## config.mk

```make
export PLATFORM = sky130hd
export DESIGN_NAME = emp_pins
export DESIGN_NICKNAME = d
export VERILOG_FILES = /design/src/rtl/emp_pins_pkg.sv /design/src/rtl/emp_pins.sv
export VERILOG_INCLUDE_DIRS = /design/src /design/src/rtl
export SDC_FILE = /design/constraint.sdc
export NUM_CORES = 1
export LEC_CHECK = 0
export ABC_AREA = 1
export BUFFER_PORTS_ARGS = -buffer_cell sky130_fd_sc_hd__buf_2
export CAP_MARGIN = 30
export CORE_MARGIN = 5
export CORE_UTILIZATION = 49
export DETAILED_ROUTE_END_ITERATION = 7
export PLACE_DENSITY = 0.82
export SLEW_MARGIN = 40
export SYNTH_ARGS = -nofsm -noshare
export SYNTH_HDL_FRONTEND = slang
export SYNTH_SLANG_ARGS = --single-unit
```

## constraint.sdc

```tcl
create_clock -name clk -period 3.13 [get_ports clk]
set_input_delay 0.939 -clock clk [delete_from_list [all_inputs] [get_ports clk]]
set_output_delay 0.939 -clock clk [all_outputs]
set_load 0.02 [all_outputs]
```

## src/rtl/emp_pins_consts.svh

```systemverilog
// Constants for the external memory port pin block
`ifndef EMP_PINS_CONSTS_SVH
`define EMP_PINS_CONSTS_SVH
`define EMP_ADDR_W 18
`define EMP_DATA_W 24
`define EMP_ADDR_RST 18'h0_0000
`define EMP_DATA_RST 24'h00_0000
`define EMP_OE_RST 1'h0
`define EMP_REL_RST 1'h1
`define EMP_CORE_CLOCK_OUTPUT_MAX_MHZ 100
`endif

```

## src/rtl/emp_pins_pkg.sv

```systemverilog
// Types for the external memory port pin block
package emp_pins_pkg;
  typedef enum logic [1:0] {
    EMP_IDLE = 2'b00,
    EMP_READ = 2'b01,
    EMP_WRITE = 2'b10
  } emp_access_t;
endpackage : emp_pins_pkg

```

## src/rtl/emp_pins.sv

```systemverilog
// External memory port address and data pin control
`include "emp_pins_consts.svh"

// Function
// - Stop or wait standby floats all port pins
// - Drive address only while owning bus
// - Hold address when no external access
// - Drive data only for owned writes
// - Weak keeper holds last data level
module emp_pins #(
  parameter int ADDR_W = `EMP_ADDR_W,
  parameter int DATA_W = `EMP_DATA_W
) (
  input wire logic clk, // Core clock
  input wire logic nrst, // Sync reset, active low
  input wire logic busOwned, // Bus mastership held
  input wire logic standby, // Stop or wait standby
  input wire logic accValid, // External access this cycle
  input wire logic accWrite, // Access is a write
  input wire logic [ADDR_W-1:0] accAddr, // Access address
  input wire logic [DATA_W-1:0] wrData, // Write data
  output logic [DATA_W-1:0] rdData, // Captured read data
  output logic busReleased, // Mastership given up
  output logic [ADDR_W-1:0] addrOut, // Address pins out
  output logic addrOe, // Address pins driven
  input wire logic [DATA_W-1:0] dataIn, // Data pins in
  output logic [DATA_W-1:0] dataOut, // Data pins out
  output logic dataOe // Data pins driven
);

  // ****************************************
  // Pin state
  // ****************************************
  // Address pins and their enable
  logic [ADDR_W-1:0] addr_q;
  logic [ADDR_W-1:0] addr_d;
  logic addrOe_q;
  logic addrOe_d;
  // Data pins: one register serves drive and keeper
  logic dataOe_q;
  logic dataOe_d;
  logic [DATA_W-1:0] pin_q;
  logic [DATA_W-1:0] pin_d;
  // Read capture and release flag
  logic [DATA_W-1:0] rd_q;
  logic [DATA_W-1:0] rd_d;
  logic rel_q;
  logic rel_d;
  // Decoded control
  logic owner;
  logic [DATA_W-1:0] keepLevel;
  emp_pins_pkg::emp_access_t acc;

  // ****************************************
  // Helper functions
  // ****************************************
  // Sort a request into idle, read or write
  function automatic emp_pins_pkg::emp_access_t classify(
    input logic owned, // Bus held and awake
    input logic valid, // Request present
    input logic write // Request is a write
  );
    emp_pins_pkg::emp_access_t kind;
    if (!owned || !valid) begin
      kind = emp_pins_pkg::EMP_IDLE;
    end else if (write) begin
      kind = emp_pins_pkg::EMP_WRITE;
    end else begin
      kind = emp_pins_pkg::EMP_READ;
    end
    return kind;
  endfunction : classify

  // Level the keeper holds: own drive, else the lines
  function automatic logic [DATA_W-1:0] keeper(
    input logic driving, // Pins driven last cycle
    input logic [DATA_W-1:0] driven, // Value driven
    input logic [DATA_W-1:0] seen // Level on the lines
  );
    logic [DATA_W-1:0] level;
    if (driving) begin
      level = driven;
    end else begin
      level = seen;
    end
    return level;
  endfunction : keeper

  // ****************************************
  // Decode
  // ****************************************
  // Ownership is lost in standby
  assign owner = busOwned && !standby;

  // Classify the current access
  assign acc = classify(owner, accValid, accWrite);

  // Keeper holds its own drive, else the level the lines show
  assign keepLevel = keeper(dataOe_q, pin_q, dataIn);

  // ****************************************
  // Next state
  // ****************************************
  // Pin values for the next cycle; reset floats them
  always_comb begin
    addr_d = addr_q;
    addrOe_d = owner;
    dataOe_d = 1'h0;
    pin_d = keepLevel;
    rd_d = rd_q;
    rel_d = !owner;
    unique case (acc)
      emp_pins_pkg::EMP_IDLE: begin
        addr_d = addr_q;
      end
      emp_pins_pkg::EMP_READ: begin
        addr_d = accAddr;
        rd_d = dataIn;
      end
      emp_pins_pkg::EMP_WRITE: begin
        addr_d = accAddr;
        pin_d = wrData;
        dataOe_d = 1'h1;
      end
    endcase
    // Synchronous reset wins over any access
    if (!nrst) begin
      addr_d = `EMP_ADDR_RST;
      addrOe_d = `EMP_OE_RST;
      dataOe_d = `EMP_OE_RST;
      pin_d = `EMP_DATA_RST;
      rd_d = `EMP_DATA_RST;
      rel_d = `EMP_REL_RST;
    end
  end

  // ****************************************
  // Registers
  // ****************************************
  // Plain registers; reset is folded into the next values
  always_ff @(posedge clk) begin
    addr_q <= addr_d;
    addrOe_q <= addrOe_d;
    dataOe_q <= dataOe_d;
    pin_q <= pin_d;
    rd_q <= rd_d;
    rel_q <= rel_d;
  end

  // Outputs straight from the registers
  assign addrOut = addr_q;
  assign addrOe = addrOe_q;
  assign dataOut = pin_q;
  assign dataOe = dataOe_q;
  assign rdData = rd_q;
  assign busReleased = rel_q;
endmodule : emp_pins

```

== Word-level counts from Yosys, hierarchy flattened ==
Index checks and enable logic that the tools add are counted.

* Bits in registers: 69
* Output and inout bits: 69
* Word-level logic and storage cells: 22

* Eq/ne operators: 3
* Mux-type cells: 6
* Reduce and logical (&&, ||, !) cells: 7

{| class="wikitable"
|+ Operators by type and width
! cell !! count
|-
| two-way mux 24 bit || 2
|-
| two-way mux 18 bit || 1
|-
| two-way mux 2 bit || 2
|-
| logical NOT 1 bit || 3
|-
| equality test 2 x 1 -> 1 bit, second input constant || 1
|-
| equality test 2 bit, second input constant || 1
|-
| logical NOT 2 bit || 1
|-
| inequality test 2 x 1 -> 1 bit, second input constant || 1
|-
| OR reduction 2 bit || 1
|-
| logical AND 1 bit || 1
|-
| logical OR 1 bit || 1
|-
| two-way mux 1 bit || 1
|}

== Logic depth before layout (Yosys ltp) ==
* Depth in word-level cells: 8
* Depth in mapped cells: 8

== Worst setup path before layout ==
OpenSTA, ideal clock, no wires.

* Kind: in2reg
* Start: input port accWrite
* End: register pin_q[10] (netlist: dataOut[10])
* Setup time: 0.132 ns
* Data arrival time: 1.635 ns
* Setup slack: 1.363 ns
* Stages: 6
* Path buffers: 2
* Cells stage by stage: buf_2 -> nand4_2 -> clkbuf_1 -> nand2_1 -> nand2_1 -> a21oi_1

* Word-level cells in the longest chain between the ends: 4
* Elaborated cells on any way between the ends: 5
* Those cells by class: eq/ne: 2; mux: 3

{| class="wikitable"
|+ RTL lines
! element !! RTL line !! text
|-
| start, declared || emp_pins.sv:19 || <nowiki>input wire logic accWrite,</nowiki>
|-
| two-way mux 2 bit (*) || emp_pins.sv:66 || <nowiki>end else if (write) begin</nowiki>
|-
| two-way mux 2 bit (*) || emp_pins.sv:64 || <nowiki>if (!owned || !valid) begin</nowiki>
|-
| equality test 2 bit (*) || emp_pins.sv:112 || <nowiki>unique case (acc)</nowiki>
|-
| inequality test 2 x 1 -> 1 bit (no line) or two-way mux 24 bit (tied branches) || n/a ||
|-
| end signal, assigned || emp_pins.sv:145 || <nowiki>pin_q <= pin_d;</nowiki>
|-
| end, declared || emp_pins.sv:42 || <nowiki>logic [DATA_W-1:0] pin_q;</nowiki>
|}

Every way passes the cells marked *; elsewhere a longest branch is shown, timed or not.
A chain may end at the register's enable or synchronous reset.

== Final worst setup path ==
* Start: input port accValid
* End: register rd_q[5] (netlist: rdData[5])

* Word-level cells in the longest chain between the ends: 4

{| class="wikitable"
|+ RTL lines
! element !! RTL line !! text
|-
| start, declared || emp_pins.sv:18 || <nowiki>input wire logic accValid,</nowiki>
|-
| logical NOT 1 bit || emp_pins.sv:64 ||
|-
| logical OR 1 bit || emp_pins.sv:64 ||
|-
| two-way mux 2 bit || emp_pins.sv:64 ||
|-
| equality test 2 x 1 -> 1 bit || emp_pins.sv:112 ||
|-
| end signal, assigned || emp_pins.sv:146 || <nowiki>rd_q <= rd_d;</nowiki>
|-
| end, declared || emp_pins.sv:45 || <nowiki>logic [DATA_W-1:0] rd_q;</nowiki>
|}

No other way between the ends.

==> impl_metrics.ini <==
[sta]
holdWs_ns = 0.4843
relSlewSlack_pct = 57.17
period_needed_ns = 2.108
clock_skew_ns = 0.006772
setup_viol = 0
drv_slew = 0
fmax_mhz = 474.4
worst_slack_ns = 1.022
finalHoldViolCount = 0
tns_ns = 0
finalCritPeriodShare_pct = 67.35
rsz0062_at_grt = false
worst_pin_slew_ns = 0.6417

[clocking]
cts_setup_buffers = 0
clock_sinks = 69
cts_buffers = 9
path_clk_slew_ns = 0.07
post_cts_resized = 0
cts_tree = built
clock-root-buffer = clkbuf_8
hold_buffers = 0
worstSkewPairLatency_ns = 0.32
htreeDepth = 3
clk_path_buf_depth = 2

[die]
die_w_um = 87.20
core_um2 = 5851
die_area_um2 = 7604
die-height_um = 87.20
start_util_pct = 49.91
pin_count = 141
rows = 28

[final_layout]
finish.utilization_pct = 65.42
final_layout_size_suffix_gt1_share_pct = 31.05
insertedDiodeCount = 0
area_growth_pct = 31.06
finalInstanceArea_um2 = 3827
nets = 608
fillers = 531

[logic_synthesis]
yosys.area_share.adder_pct = 0
ys_seq_area_share_pct = 47.30
yosys.area_share.simple_pct = 30.93
synth_async_sr_flop_share_pct = 0
synth.area.mux_share_pct = 0
ys_dominant_reg_cell = dfxtp_1
avgSynthCellArea_um2 = 7.123
synth_top_area_share_pct = 47.30
syn_inst = 410
yosys_warnings = 0
netlist_top_cells_area = dfxtp_1, nor2_1, nand2_1
synth_most_common_cell = nor2_1
synth_area_um2 = 2920
synth_top_family_by_area = simple AND/OR/NAND/NOR gates
synth_nets = 482
synth_edf_count = 0
synth_xor_area_share_pct = 0
ys_seq_elements = 69
synthDistinctLibCells = 23
synth_compound_area_share_pct = 11.31
synthTopCellsByCount = nor2_1, nand2_1, dfxtp_1, o21ai_0, inv_1
synth_top_area_cell = dfxtp_1

[drt]
routedWlPerCell_um = 13.56
first_pass_iters = 5
vias = 3136
ant_nets = 0
drt-total-wl_um = 8351
drt_first_iter_violations = 269
drc = 0
viasPerCell = 5.091

[worst_setup_path]
r2r_slack_ns = 1.62
rr_startpoint = dataOe$_SDFF_PN0_
cp_max_fo = 26
cp-endpoint = rdData[5]$_SDFFE_PN0N_
crit_type = in2reg
startpoint = accValid
reg2reg_to = dataOut[13]$_SDFFE_PN0P_
required_ns = 3.35
setup.worst_path.start_class = input port
cp.arrival_ns = 2.33
end_kind = flip-flop
r2r_cells = 6

[run_status]
status = completed

[power_and_ir_drop]
p_per_area_nw_per_um2 = 548.9
peakVddDrop_uv = 318.5
leakagePower_uw = 0.002067

[global_routing]
antenna_found_initial = 0
grt_max_degree = 44
grt_usage_pct = 21.83
grt_pass1_wl_um = 13290
grt_pass1_vias = 2872
overflow = 0

[flow_run]
maxCapViolations = 0

[placement]
io_buffers = 140
routabilityCongestion = 0.8948
dp_hpwl_um = 6162
placed_area_um2 = 3582
place_ws_ns = 0.6921

[min_path]
hold_class = reg2reg
placed cells by master (no fill, tap or decap):
cell type  netlist  routed
dfxtp_1         69      69
nand2_2          1       1
buf_2            8     140
clkinv_1         1       1
buf_4            3       6
inv_1           28      28
nand4_1         24      24
clkbuf_8         0      10
clkinv_2         1       2
inv_4            1       1
nand3_1         24      24
clkbuf_1        12       2
bufinv_16        0       3
o21ai_1          2       2
o21ai_0         40      40
nor2_1          86      86
nand2_1         73      73
inv_2            2       2
nor2_4           1       2
nand4_2          1       1
a21oi_1         24      24
flip-flops by register name, indices dropped and copies added (netlist names):
| signal | flops |
|---|---|
| rdData | 24 |
| addrOe | 1 |
| dataOut | 24 |
| dataOe | 1 |
| busReleased | 1 |
| addrOut | 18 |
power breakdown:
group	internal (uW)	total (uW)	switching [uW]
sequential	922	944	21.3
clock	551	869	318
combinational	105	288	184
total	1580	2100	523
worst max-delay path, cell delays in order:
cell and delay (ns):
buf_2 0.26, inv_2 0.13, nor2_4 0.05, nand2_2 0.30, clkinv_2 0.39, nor2_1 0.19, nor2_1 0.06
worst min-delay path by stage:
stage	from	endpoint	slack, ns	cells past startpoint
2_1_floorplan	dataOut[10]$_SDFFE_PN0P_	dataOut[10]$_SDFFE_PN0P_	0.56	2
3_3_place_gp	rdData[1]$_SDFFE_PN0N_	rdData[1]$_SDFFE_PN0N_	0.46	2
3_5_place_dp	rdData[0]$_SDFFE_PN0N_	rdData[0]$_SDFFE_PN0N_	0.47	2
4_1_cts	dataOut[18]$_SDFFE_PN0P_	dataOut[18]$_SDFFE_PN0P_	0.49	2
5_1_grt	dataOut[12]$_SDFFE_PN0P_	dataOut[12]$_SDFFE_PN0P_	0.50	2
6_report	dataOut[8]$_SDFFE_PN0P_	dataOut[8]$_SDFFE_PN0P_	0.48	2
stage by stage:
stage          power (uW)  cells
4_1_cts              2113    616
3_5_place_dp         1250    600
5_1_grt              2199    616
6_report             2101    616
3_3_place_gp         1245    600
2_1_floorplan        1135    410
cell type report:
type                            instances  area [um2]  area share, %
Timing Repair Buffer                  146       745.7          19.48
Tap cell                               75       93.84          2.452
Inverter                               33       127.6          3.334
Sequential cell                        69        1381          36.09
Clock inverter                          4       95.09          2.484
Multi-Input combinational cell        277        1239          32.36
Clock buffer                           12       145.1          3.792
metal layers:
metal | wire [um] | global-route usage [%]
met5 | 0 | 0
met4 | 207 | 10.32
met3 | 758 | 6.244
met2 | 3933 | 33.20
met1 | 3452 | 28.50
logic make-up after synthesis:
| family | after synthesis |
|---|---|
| and+or+nand+nor | 211 |
| DFF | 69 |
| AOI/OAI and AO/OA | 66 |
| buffers and inverters | 64 |
Note: power is estimated with default switching activity, not from simulation.
